--- src/verilog/lccc_pkg.sv ---
// Constants for the logic cell cluster with carry and cascade chains
package lccc_pkg;
  localparam int CELLS_PER_CLUSTER = 10;
  localparam int CLUSTERS_DEF      = 4;
  localparam int CHAIN_SKIP        = 2;
  localparam int LUT_INPUTS        = 4;
  localparam int LUT_BITS          = 16;
  localparam int ARITH_HALF        = 8;

  localparam logic [LUT_BITS-1:0] ADDER_MASK = 16'he896;

  localparam logic [1:0] CASC_NONE = 2'h0;
  localparam logic [1:0] CASC_AND  = 2'h1;
  localparam logic [1:0] CASC_OR   = 2'h2;

  localparam logic [1:0] LINE_CLEAR  = 2'h0;
  localparam logic [1:0] LINE_PRESET = 2'h1;
  localparam logic [1:0] LINE_LOAD   = 2'h2;
  localparam logic [1:0] LINE_OFF    = 2'h3;

  localparam logic OUT_FROM_LUT = 1'b0;
  localparam logic OUT_FROM_REG = 1'b1;
  localparam logic CLK_PAIR_A   = 1'b0;
  localparam logic CLK_PAIR_B   = 1'b1;
  localparam logic Q_RESET      = 1'b0;
endpackage : lccc_pkg
--- src/verilog/lccc_cluster_group.sv ---
// Group of logic cell clusters with carry chain, cascade chain and cluster controls
//
// Summary of operation
// - Each cell has two outputs, each chosen from table result or register.
// - One output may carry table result while the other carries it registered.
// - Incoming carry feeds both the cell table and the next carry stage.
// - Chains link cells 1 to 10 in order and continue across clusters.
// - Chain leaves a cluster's last cell for first cell two clusters on.
// - An n-bit adder uses n+1 cells; the extra cell exposes final carry.
// - Arithmetic table forms sum of two bits and carry; register optional.
// - Carry out comes from the upper table half and goes straight onward.
// - Cascade combines adjacent table results for wide functions.
// - The two cluster clear lines also serve as load and preset.
// - Two clock ticks per cluster, each paired with its own enable.
`timescale 1ns/1ps
module lccc_cluster_group
  import lccc_pkg::*;
#(
  parameter int CLUSTERS = CLUSTERS_DEF,
  parameter int CPC      = CELLS_PER_CLUSTER,
  parameter int N        = CLUSTERS * CPC
) (
  input  wire logic                  sys_clk,
  input  wire logic                  sys_rst,
  input  wire logic [N*4-1:0]        cell_data,
  input  wire logic [N*16-1:0]       cell_lut_mask,
  input  wire logic [N-1:0]          cell_arith_mode,
  input  wire logic [N*2-1:0]        cell_cascade_mode,
  input  wire logic [N-1:0]          cell_out0_sel,
  input  wire logic [N-1:0]          cell_out1_sel,
  input  wire logic [N-1:0]          cell_clock_sel,
  input  wire logic [CLUSTERS-1:0]   cluster_clock_tick_a,
  input  wire logic [CLUSTERS-1:0]   cluster_clock_tick_b,
  input  wire logic [CLUSTERS-1:0]   cluster_clock_enable_a,
  input  wire logic [CLUSTERS-1:0]   cluster_clock_enable_b,
  input  wire logic [CLUSTERS-1:0]   cluster_clear_a,
  input  wire logic [CLUSTERS-1:0]   cluster_clear_b,
  input  wire logic [CLUSTERS*2-1:0] cluster_clear_a_mode,
  input  wire logic [CLUSTERS*2-1:0] cluster_clear_b_mode,
  input  wire logic [CLUSTERS-1:0]   cluster_sync_clear,
  input  wire logic [1:0]            chain_carry_in,
  input  wire logic [1:0]            chain_cascade_in,
  output logic      [N-1:0]          cell_out0,
  output logic      [N-1:0]          cell_out1,
  output logic      [1:0]            chain_carry_out,
  output logic      [1:0]            chain_cascade_out
);

  // Returns {force, value} for one cluster line in its chosen role
  function automatic logic [1:0] line_force(input logic active, input logic [1:0] mode, input logic load_val);
    logic [1:0] r;
    r = 2'h0;
    if (active) begin
      unique case (mode)
        LINE_CLEAR:  r = {1'b1, 1'b0};
        LINE_PRESET: r = {1'b1, 1'b1};
        LINE_LOAD:   r = {1'b1, load_val};
        LINE_OFF:    r = 2'h0;
      endcase
    end
    return r;
  endfunction : line_force

  // Cell i sits in cluster i/CPC at position i%CPC.
  // Even clusters form one chain and odd clusters the other.
  // Each chain enters a cluster at its first cell.
  // Per-cell chain and register nets
  logic [N-1:0] cin;
  logic [N-1:0] cout;
  logic [N-1:0] casc_in;
  logic [N-1:0] lut_res;
  logic [N-1:0] q;
  logic [N-1:0] q_eff;
  logic [N-1:0] next_q;

  genvar gi;
  generate
    for (gi = 0; gi < N; gi++) begin : g_cell
      localparam int K = gi / CPC;
      localparam int J = gi % CPC;
      logic [3:0]          din;
      logic [LUT_BITS-1:0] mask;
      logic [2:0]          ar_idx;
      logic                lut_norm;
      logic                sum_bit;
      logic                carry_bit;
      logic                lut_raw;
      logic [1:0]          cmode;
      logic [1:0]          frc_a;
      logic [1:0]          frc_b;
      logic                force_on;
      logic                force_val;
      logic                tick;

      assign din  = cell_data[gi*LUT_INPUTS +: LUT_INPUTS];
      assign mask = cell_lut_mask[gi*LUT_BITS +: LUT_BITS];

      // Chain entry: in order inside a cluster, skipping one cluster between clusters
      if (J != 0) begin : g_inner
        assign cin[gi]     = cout[gi-1];
        assign casc_in[gi] = lut_res[gi-1];
      end else if (K < CHAIN_SKIP) begin : g_head
        assign cin[gi]     = chain_carry_in[K];
        assign casc_in[gi] = chain_cascade_in[K];
      end else begin : g_skip
        assign cin[gi]     = cout[gi-CPC-1];
        assign casc_in[gi] = lut_res[gi-CPC-1];
      end

      // Lower half forms the sum, upper half the carry
      assign ar_idx    = {cin[gi], din[1], din[0]};
      assign lut_norm  = mask[din];
      assign sum_bit   = mask[{1'b0, ar_idx}];
      assign carry_bit = mask[ARITH_HALF + 32'(ar_idx)];
      assign cout[gi]  = cell_arith_mode[gi] & carry_bit;
      assign lut_raw   = cell_arith_mode[gi] ? sum_bit : lut_norm;

      assign cmode = cell_cascade_mode[gi*2 +: 2];
      assign lut_res[gi] = (cmode == CASC_AND) ? (lut_raw & casc_in[gi]) :
                           (cmode == CASC_OR)  ? (lut_raw | casc_in[gi]) : lut_raw;

      // Cluster lines override the register at once and while held
      assign frc_a     = line_force(cluster_clear_a[K], cluster_clear_a_mode[K*2 +: 2], din[2]);
      assign frc_b     = line_force(cluster_clear_b[K], cluster_clear_b_mode[K*2 +: 2], din[2]);
      assign force_on  = frc_a[1] | frc_b[1];
      assign force_val = frc_a[1] ? frc_a[0] : frc_b[0];
      assign q_eff[gi] = force_on ? force_val : q[gi];

      // A cell follows one clock pair; a tick never uses the other pair's enable
      assign tick = (cell_clock_sel[gi] == CLK_PAIR_B) ?
                    (cluster_clock_tick_b[K] & cluster_clock_enable_b[K]) :
                    (cluster_clock_tick_a[K] & cluster_clock_enable_a[K]);
      // Line override first, then enabled tick, then sync clear over table result
      assign next_q[gi] = force_on ? force_val :
                          !tick ? q[gi] :
                          cluster_sync_clear[K] ? Q_RESET : lut_res[gi];

      assign cell_out0[gi] = (cell_out0_sel[gi] == OUT_FROM_REG) ? q_eff[gi] : lut_res[gi];
      assign cell_out1[gi] = (cell_out1_sel[gi] == OUT_FROM_REG) ? q_eff[gi] : lut_res[gi];

      // Chain link checks
      if (J != 0) begin : g_link_chk

      end else if (K >= CHAIN_SKIP) begin : g_skip_chk

      end
    end
  endgenerate

  // Cell registers; cluster lines reach them through next_q
  always_ff @(posedge sys_clk) begin
    if (sys_rst) begin
      q <= '0;
    end else begin
      q <= next_q;
    end
  end

  // Final carry and cascade of each interleaved chain leave from that chain's last cluster
  // Even chain ends in the highest even cluster, odd chain in the highest odd one
  assign chain_carry_out[0]   = cout[(CLUSTERS - 2 + (CLUSTERS % 2)) * CPC + CPC - 1];
  assign chain_carry_out[1]   = cout[(CLUSTERS - 1 - (CLUSTERS % 2)) * CPC + CPC - 1];
  assign chain_cascade_out[0] = lut_res[(CLUSTERS - 2 + (CLUSTERS % 2)) * CPC + CPC - 1];
  assign chain_cascade_out[1] = lut_res[(CLUSTERS - 1 - (CLUSTERS % 2)) * CPC + CPC - 1];
endmodule : lccc_cluster_group

--- config.mk ---
export PLATFORM = sky130hd
export DESIGN_NAME = lccc_cluster_group
export DESIGN_NICKNAME = d
export VERILOG_FILES = /design/src/verilog/lccc_pkg.sv /design/src/verilog/lccc_cluster_group.sv
export SDC_FILE = /design/constraint.sdc
export NUM_CORES = 1
export LEC_CHECK = 0
export ABC_AREA = 1
export BUFFER_PORTS_ARGS = -buffer_cell sky130_fd_sc_hd__buf_4
export CAP_MARGIN = 20
export CORE_AREA = 2 2 456 458
export CTS_BUF_LIST = sky130_fd_sc_hd__clkbuf_8
export DETAILED_ROUTE_END_ITERATION = 10
export DIE_AREA = 0 0 458 460
export PLACE_DENSITY = 0.3
export SLEW_MARGIN = 20
export SYNTH_ARGS = -nofsm -noshare
export SYNTH_HDL_FRONTEND = slang
export SYNTH_SLANG_ARGS = --single-unit
--- constraint.sdc ---
create_clock -name sys_clk -period 5.7 [get_ports sys_clk]
set_clock_uncertainty 0.2 [all_clocks]
set_input_delay 0.57 -clock sys_clk [delete_from_list [all_inputs] [get_ports sys_clk]]
set_output_delay 0.57 -clock sys_clk [all_outputs]
set_load 0.02 [all_outputs]
# ---- Yosys cells after proc, flatten, opt, wreduce, memory -nomap -nowiden
# Cells that the tools add are included.
dict set report word_totals {
  reg_bits 40
  output_inout_bits 84
}
dict set report classes {
  n_addsub 40
  magnitude_cmp 120
  n_eq_ne 104
  muxes 840
  n_bitwise 168
  n_reduce_logical 48
}
# operator n
set op_table {}
lappend op_table {{$pmux 2 s4} 80}
lappend op_table {{$mux 1} 560}
lappend op_table {{$bmux 1 s4} 80}
lappend op_table {{$add 4x3->5 const A} 40}
lappend op_table {{$lt 3x5->1 const B} 40}
lappend op_table {{$lt 4x5->1 const B} 40}
lappend op_table {{$lt 5x5->1 const B} 40}
lappend op_table {{$mux 2} 80}
lappend op_table {{$bmux 1 s3} 40}
lappend op_table {{$eq 2x2->1 const B} 56}
lappend op_table {{$eq 2x1->1 const B} 48}
lappend op_table {{$and 1x1->1} 88}
lappend op_table {{$or 1x1->1} 80}
lappend op_table {{$reduce_bool 2->1} 40}
lappend op_table {{$logic_not 2->1} 8}

# ---- Depth between registers and ports, before layout
# Gate-level depths: netlist of run 1.
dict set report logic_depth {
  ltp_word 85
  mapped_depth 52
  depth_no_buf 51
}

# ---- Worst setup path before layout of run 1
# OpenSTA, ideal clock, no wires.
dict set report synth_timing {
  path_kind {input port to output port}
  start {in cell_data[8]}
  end {out cell_out0[28]}
  arrival_ns 4.639
  setup_slack_ns 0.291
  stages 44
  path_buffers 1
  path_cell_list {buf_4 clkinv_2 nand2_1 a32o_1 o21ai_1 nor2_1 or2_0 o21ai_1 nand2_1 nand2_2 nand3_1 nand2_2 nand2_1 nand2_1 nand3_1 nand2_2 nand2_2 nand2_2 [... 8 more ...] nand3_2 nand2_2 nand3_1 nand2_2 nand3_2 nand2_2 nand3_1 nand2_2 nand3_2 nand2_2 nand3_1 nand2_2 nand3_1 nand2_2 nand3_1 nand2_2 nand2_2 o21ai_0}
}
dict set report synth_via {
  elab_chain_cells 71
  elab_cells_between_ends 186
  cone_classes {16 x add/sub; 120 x mux; 50 x bitwise}
}
# item line
set synth_rtl {}
lappend synth_rtl {{start, declared} lccc_cluster_group.sv:25} ;# input wire logic [N*4-1:0] cell_data,
lappend synth_rtl {{$add 4x3->5} lccc_cluster_group.sv:114} ;# assign carry_bit = mask[ARITH_HALF + 32'(ar_idx)];
lappend synth_rtl {{$bmux 1 s4} lccc_cluster_group.sv:114}
lappend synth_rtl {{$mux 1 (implied by the code)} lccc_cluster_group.sv:114}
lappend synth_rtl {{$and 1x1->1} lccc_cluster_group.sv:115} ;# assign cout[gi] = cell_arith_mode[gi] & carry_bit;
lappend synth_rtl {{$add 4x3->5} lccc_cluster_group.sv:114}
lappend synth_rtl {{$bmux 1 s4} lccc_cluster_group.sv:114}
lappend synth_rtl {{$mux 1 (implied by the code)} lccc_cluster_group.sv:114}
lappend synth_rtl {{$and 1x1->1} lccc_cluster_group.sv:115}
lappend synth_rtl {{[... 55 more ...]} n/a}
lappend synth_rtl {{$and 1x1->1} lccc_cluster_group.sv:115}
lappend synth_rtl {{$bmux 1 s3} lccc_cluster_group.sv:113} ;# assign sum_bit = mask[{1'b0, ar_idx}];
lappend synth_rtl {{$mux 1 (implied by the code)} lccc_cluster_group.sv:113}
lappend synth_rtl {{$mux 1} lccc_cluster_group.sv:116} ;# assign lut_raw = cell_arith_mode[gi] ? sum_bit : lut_norm;
lappend synth_rtl {{$or 1x1->1} lccc_cluster_group.sv:120} ;# (cmode == CASC_OR) ? (lut_raw | casc_in[gi]) : lut_raw;
lappend synth_rtl {{$mux 1} lccc_cluster_group.sv:120}
lappend synth_rtl {{$mux 1 (*)} lccc_cluster_group.sv:119} ;# assign lut_res[gi] = (cmode == CASC_AND) ? (lut_raw & casc_in[gi]) :
lappend synth_rtl {{$mux 1 (*)} lccc_cluster_group.sv:138} ;# assign cell_out0[gi] = (cell_out0_sel[gi] == OUT_FROM_REG) ? q_eff[gi] : lut_res[gi];
lappend synth_rtl {{end, declared} lccc_cluster_group.sv:43} ;# output logic [N-1:0] cell_out0,
# Every way passes the cells marked *; elsewhere a longest branch is shown, timed or not. The select of a mux whose other input is x is not followed.

# ---- Worst setup path in the final report of run 1
dict set report layout_timing {
  start {in cell_data[0]}
  end {out cell_out0[29]}
}
dict set report layout_via {
  elab_chain_cells 83
  elab_cells_between_ends 219
  cone_classes {19 x add/sub; 141 x mux; 59 x bitwise}
}
# item line
set layout_rtl {}
lappend layout_rtl {{$add 4x3->5} lccc_cluster_group.sv:114}
lappend layout_rtl {{$bmux 1 s4} lccc_cluster_group.sv:114}
lappend layout_rtl {{$mux 1 (implied by the code)} lccc_cluster_group.sv:114}
lappend layout_rtl {{$and 1x1->1} lccc_cluster_group.sv:115}
lappend layout_rtl {{$add 4x3->5} lccc_cluster_group.sv:114}
lappend layout_rtl {{$bmux 1 s4} lccc_cluster_group.sv:114}
lappend layout_rtl {{$mux 1 (implied by the code)} lccc_cluster_group.sv:114}
lappend layout_rtl {{$and 1x1->1} lccc_cluster_group.sv:115}
lappend layout_rtl {{[... 67 more ...]} n/a}
lappend layout_rtl {{$and 1x1->1} lccc_cluster_group.sv:115}
lappend layout_rtl {{$bmux 1 s3} lccc_cluster_group.sv:113}
lappend layout_rtl {{$mux 1 (implied by the code)} lccc_cluster_group.sv:113}
lappend layout_rtl {{$mux 1} lccc_cluster_group.sv:116}
lappend layout_rtl {{$or 1x1->1} lccc_cluster_group.sv:120}
lappend layout_rtl {{$mux 1} lccc_cluster_group.sv:120}
lappend layout_rtl {{$mux 1 (*)} lccc_cluster_group.sv:119}
lappend layout_rtl {{$mux 1 (*)} lccc_cluster_group.sv:138}
# Marked as above.

==> results of run 1 <==
==> what timing repair did <==
action,CTS,global route
hold endpoints to repair,0,0
buffers inserted,56,20
pin swaps,130,75
resized for setup,282,169
hold buffers,0,0
endpoints found under the setup margin,45,43
==> placed cells by master, fill, tap and decap left out, types with 40 or more instances in the layout <==
cell type,n
dfxtp_1,40
buf_6,66
o22ai_1,63
inv_1,281
nor2_1,282
nand2_2,87
nand3_4,40
nand3_1,101
nand2_4,81
a21oi_1,138
a32o_1,75
buf_4,1376
nand3_2,59
nand4_1,57
nand2_1,717
o21ai_0,269
==> cell type report <==
cell class                 instances  area share (%)
antenna                           26          0.2223
timing repair buffer            1455           38.65
inverter                         302           4.031
clock inverter                     1          0.1026
tap                             2704           11.56
multi-input combinational       2186           42.37
clock buffer                       7          0.3291
sequential                        40           2.736
==> synthesized netlist by cell type (all sizes together) <==
cell type  number
a31oi          29
a221oi          8
o211a           4
nand3b          4
o32ai           4
nand4          57
o31ai           3
nand2         886
o21ai         332
nor2          288
o22a            2
clkbuf         44
a21oi         146
o211ai         29
a32oi          13
or2             7
a32o           76
mux2            1
a211oi         14
clkinv          7
dfxtp          40
buf             7
nor3            1
a21o            3
o22ai          65
mux2i           3
inv           295
o21bai         11
nand3         200
==> worst max-delay path, delay by kind of cell <==
kind,cells,cell delay (ps)
simple gates,36,4220
buf+inv,6,930
compound gates,1,130
==> per-layer routing <==
metal / share of wire (%) / vias up / global-route usage (%)
li1: - / 11700 / -
met3: 7.3 / 105 / 3.550
met4: 1.4 / 24 / 2.158
met5: 0.10 / - / 0
met2: 47 / 1023 / 23.64
met1: 44 / 11330 / 18.02
==> through the flow <==
step | cell area [um2] | setup TNS, ps
finish | 29270 | -13600
global route | 29240 | -26390
CTS | 28390 | -15400
detailed placement | 26860 | -39560
global placement | 26860 | -38590
floorplan | 13080 | 0
==> report_power, final <==
part           internal [mW]  switching (mW)  leakage, nW
clock network          0.156           0.179       0.0646
logic                   1.36            1.68         13.5
registers              0.310          0.0116        0.332
==> cells by family after synthesis <==
logic type	share of synthesized area, %
mux	0.3157
compound gates	34.36
flops	6.122
buf+inv	10.47
simple gates	48.73
==> worst paths after layout <==
| kind | endpoint | slack, ps | depth (start not counted) |
|---|---|---|---|
| min reg2reg | q[14]$_SDFFE_PP0P_ | 280 | 2 |
| max reg2reg | q[5]$_SDFFE_PP0P_ | 4580 | 3 |
| min | q[14]$_SDFFE_PP0P_ | 280 | 2 |
| max | cell_out0[29] | -980 | 43 |
==> results by group, run 1 <==
Logic synthesis
  – Part of the Yosys area used for sequential elements: about 6.1%
  – Synth area leaders: nand2_1 (22%), o21ai_0 (11%), inv_1 (8.3%), nor2_1 (8.2%), dfxtp_1 (6.1%)
  – Yosys top cell by area: nand2_1
  – Post-synth top area share: roughly 22%
  – Mapped Area: between 0.01 and 0.015 mm2
  – Post-Syn Instances: approximately 2600
  – Flops & latches, synth: 40
  – YS warnings: 0
  – Syn_area_per_cell: about 5.1 um2
  – Yosys cell types: 44
  – Syn nets: between 3000 and 4000

Placement
  – Cells after DPL: 6636
  – Detailed Place HPWL: 144000 um
  – Routability cong.: approximately 0.9
  – I/O Buffers: roughly 1200
  – Pre-CTS setup slack: -1517 ps

Worst setup path
  – Worst setup SP type: input port
  – Worst Path Required: about 5000 ps
  – R2R Path Start: q[5]$_SDFFE_PP0P_
  – Crit-path max FO: 6
  – Crit-path max cell delay: 270 ps
  – WP data arrival: between 5000 and 6000 ps
  – Critical path's slowest cell: nand4_1
  – Crit end category: output port
  – Critical path class: input port to output port
  – Critical Path Source: cell_data[0]
  – CP dominant cell by count: nand4_1

Detailed routing
  – Antenna Nets Post-Route: 0
  – Via density per instance: ~3.6
  – Residual DRC: 0
  – DRT iter0 DRCs: roughly 1500
  – DR WL/cell: roughly 23 um
  – Total iterations of the first detailed-routing run: 7
  – Via count: roughly 24000
  – Final Routed Wirelength: between 150000 and 200000 um

Clock network
  – TritonCTS Sinks: 40
  – H-tree depth: 2
  – Max clock buf depth: 2
  – Worst skew pair latency: 400 ps
  – Cts bufs inserted: 5
  – Worst-path clk slew: 130 ps
  – Root Buffer: clkbuf_8
  – CTS tree: yes

Power
  – P_leak: between 10 and 15 nW
  – PwrDens: ~130 mW/mm2
  – Power Total: between 3 and 4 mW
  – Worst vdd ir: 0.07914 mV

Final layout
  – FILL cells: 24200
  – Post-Route Utilization: around 14%
  – Register with the most flip-flops: q
  – Max reg flops: 40
  – Area growth, synth to finish: 123.8%
  – Final net count: between 5000 and 6000
  – Biggest regs: q: 40 flops
  – Final std cells w/o fill: around 6700
  – Seq. cell area: 800.8 um2
  – Fraction of layout cells with a size suffix above 1: between 40 and 50%
  – Area occupied by multi-input gates: between 0.01 and 0.015 mm2

STA
  – Max transition margin: 33.55%
  – Final setup viols: 26
  – Tightest Pin Transition: 993.1 ps
  – Final Hold Viols: 0
  – Fin crit share: 117.2%
  – Max Transition Viols Final: 0
  – RSZ-0062 raised after global routing: yes
  – Final WS setup: -981.6 ps
  – F_max: 149.7 MHz
  – Hold WS: about 280 ps
  – Final worst path period need: between 6000 and 7000 ps

Global routing
  – Gr usage total: between 10 and 15%
  – First-pass GRT wire length: ~200000 um
  – Vias in the first global route: ~23000
  – Total grt overflow: 0
  – Largest net degree at the start of global routing: 27
  – Initial antenna violation count: 68

Floorplanning
  – CORE AREA: approximately 0.21 mm2
  – Ports: roughly 1200
  – Die ar.: approximately 0.21 mm2
  – Rows: 167
  – Chip width: approximately 460 um
  – Initial core utilization: approximately 6.3%
  – Die H: about 460 um

Run status
  – Status: finished, violations left
  – Violated checks: negative setup slack

Min path
  – Worst min path class: flop to flop
  – Hold Startpoint: q[14]$_SDFFE_PP0P_

Flow run
  – Max Cap Viol: 0
No activity file was read; power rests on OpenSTA's default activity.
==> run 2, diff against run 1 <==
==> constraint.sdc (replaced) <==
create_clock -name sys_clk -period 5.7 [get_ports sys_clk]
set_clock_uncertainty 0.2 [all_clocks]
set_input_delay 1.14 -clock sys_clk [delete_from_list [all_inputs] [get_ports sys_clk]]
set_output_delay 1.14 -clock sys_clk [all_outputs]
set_load 0.02 [all_outputs]
==> run 2 against run 1 <==
Effect of this change:
- the flow still finishes with violations (negative setup slack)
- via count is 1.1% lower
- critical path depth is 2 lower
- cell area is 1.8% higher
- cell count is 0.34% higher
- critical path type unchanged
- critical endpoint unchanged
==> results by group, run 2 (synthesis gave the netlist of run 1 again) <==
Detailed routing
  – Final Routed Wirelength: between 150000 and 200000 um
  – Total iterations of the first detailed-routing run: 5
  – DRT iter0 DRCs: roughly 1200
  – Via density per instance: 3.546
  – DR WL/cell: 23.08 um
  – Via count: ~24000
  – Antenna Nets Post-Route: 0
  – Residual DRC: 0

Global routing
  – Initial antenna violation count: 66
  – Total grt overflow: 0
  – Gr usage total: 13.99%
  – First-pass GRT wire length: between 200000 and 250000 um
  – Vias in the first global route: roughly 24000
  – Largest net degree at the start of global routing: 19

Power
  – Worst vdd ir: about 0.08 mV
  – P_leak: about 14 nW
  – PwrDens: around 120 mW/mm2
  – Sequential share of power: under 10%
  – Clock network power share: under 10%
  – P_sw: 1.863 mW
  – Combinational power share: a little over four fifths
  – Internal power: roughly 1.8 mW
  – Switch share: ~50%

Final layout
  – Area growth, synth to finish: 127.9%
  – Biggest regs: q: 40 flops
  – Register with the most flip-flops: q
  – Max reg flops: 40
  – Fraction of layout cells with a size suffix above 1: about 47%
  – FILL cells: around 24000
  – Seq. cell area: ~800 um2
  – Commonest non-fill, non-tap cell in the layout: buf_4
  – Commonest non-fill, non-tap cells in the layout: buf_4 (1394), nand2_1 (702), inv_1 (281), nor2_1 (281), o21ai_0 (253)
  – Post-Route Utilization: 14.47%
  – Final net count: 5118
  – Area occupied by multi-input gates: 0.01258 mm2
  – Final std cells w/o fill: about 6700

STA
  – Final worst path period need: about 7600 ps
  – RSZ-0062 raised after global routing: yes
  – Final WS setup: -1851 ps
  – Fin crit share: 132.5%
  – F_max: ~130 MHz
  – Max transition margin: roughly 29%
  – Fin Setup TNS: -50560 ps
  – Final Hold Viols: 0
  – Tightest Pin Transition: 1059 ps
  – Hold WS: around 280 ps
  – Max Transition Viols Final: 0
  – Final setup viols: 51

Clock network
  – Worst skew pair latency: ~420 ps
  – Cts bufs inserted: 5
  – CTS tree: yes
  – H-tree depth: 2
  – Worst-path clk slew: 120 ps
  – TritonCTS Sinks: 40
  – Hold_buf cts: 0
  – Max clock buf depth: 2
  – Root Buffer: clkbuf_8

Run status
  – Violated checks: negative setup slack
  – Status: finished, violations left

Min path
  – Worst min path class: flop to flop
  – Hold Startpoint: q[25]$_SDFFE_PP0P_

Worst setup path
  – CP dominant cell by count: nand4_1
  – WP data arrival: between 6000 and 7000 ps
  – R2R Path Start: q[23]$_SDFFE_PP0P_
  – Critical path class: input port to output port
  – R2R Setup Slk: between 4000 and 5000 ps
  – Worst R2R End: q[23]$_SDFFE_PP0P_
  – Crit-path max FO: 6
  – Crit end category: output port
  – Crit-path max cell delay: approximately 230 ps
  – Worst setup SP type: input port
  – Critical path's slowest cell: nand4_1
  – Critical Path Source: cell_data[0]
  – Worst Reg2Reg Path Length in Cells: 3
  – Worst Path Required: between 4000 and 5000 ps
  – Critical Path End: cell_out0[29]

Floorplanning
  – Die ar.: 0.2107 mm2
  – Chip width: between 400 and 500 um
  – Die H: roughly 460 um
  – CORE AREA: between 0.2 and 0.25 mm2
  – Rows: about 170
  – Ports: 1174
  – Initial core utilization: 6.349%

Placement
  – Detailed Place HPWL: 143000 um
  – Cells after DPL: 6677
  – I/O Buffers: between 1000 and 1500
  – Routability cong.: between 0.8 and 0.9

Flow run
  – Max Cap Viol: 0
==> run 2: changes by cell type in the layout (fill, tap and decap cells not counted), sizes merged <==
cell,change
inv,+1
clkbuf,-2
clkinv,-1
bufinv,-1
buf,+38
diode,-12
==> run 2: worst min-delay path by stage <==
stage                         end  cells past startpoint
3_5_place_dp   q[14]$_SDFFE_PP0P_                      2
5_1_grt        q[14]$_SDFFE_PP0P_                      2
6_report       q[25]$_SDFFE_PP0P_                      2
2_1_floorplan  q[22]$_SDFFE_PP0P_                      2
3_3_place_gp   q[14]$_SDFFE_PP0P_                      2
4_1_cts        q[14]$_SDFFE_PP0P_                      2
==> run 2: repair_timing <==
item                       4_1_cts  5_1_grt
gates resized for setup        295      149
pin swaps                      141      106
setup endpoints to repair       60       61
buffers inserted                53       29
cloned                           1        0
==> run 2: critical path: cells and delay by family <==
family	cells	cell delay (ps)
AND/OR/NAND/NOR	35	4260
buffers and inverters	5	640
AO/OA/AOI/OAI	1	140
==> run 2: through the flow <==
step           total power [mW]  area (um2)  setup WS (ps)
6_report                  3.674       29810          -1851
5_1_grt                   3.976       29790          -2262
4_1_cts                   3.679       29130          -1883
3_5_place_dp              3.107       27570          -2370
3_3_place_gp              3.106       27570          -2259
2_1_floorplan             1.400       13410         -680.8
==> run 2: power groups by stage <==
stage	registers, mW	clock network, mW	logic, mW
4_1_cts	0.321	0.307	3.05
3_3_place_gp	0.327	0	2.78
2_1_floorplan	0.325	0	1.07
5_1_grt	0.326	0.304	3.35
6_report	0.322	0.271	3.08
3_5_place_dp	0.328	0	2.78
==> run 2: area by class of cell <==
type                            instances  share of cell area, %
Antenna cell                           14                 0.1175
Sequential cell                        40                  2.686
Clock buffer                            5                 0.2309
Multi-Input combinational cell       2186                  42.21
Timing Repair Buffer                 1493                  39.47
Tap cell                             2704                  11.35
Inverter                              302                  3.929
==> run 2: layer usage <==
layer	track usage, %	routed length (um)	share of wire [%]
met1	16.17	63290	41
met2	25.56	77920	50
met3	4.244	12200	7.8
met4	2.082	2029	1.3
met5	0	185	0.12
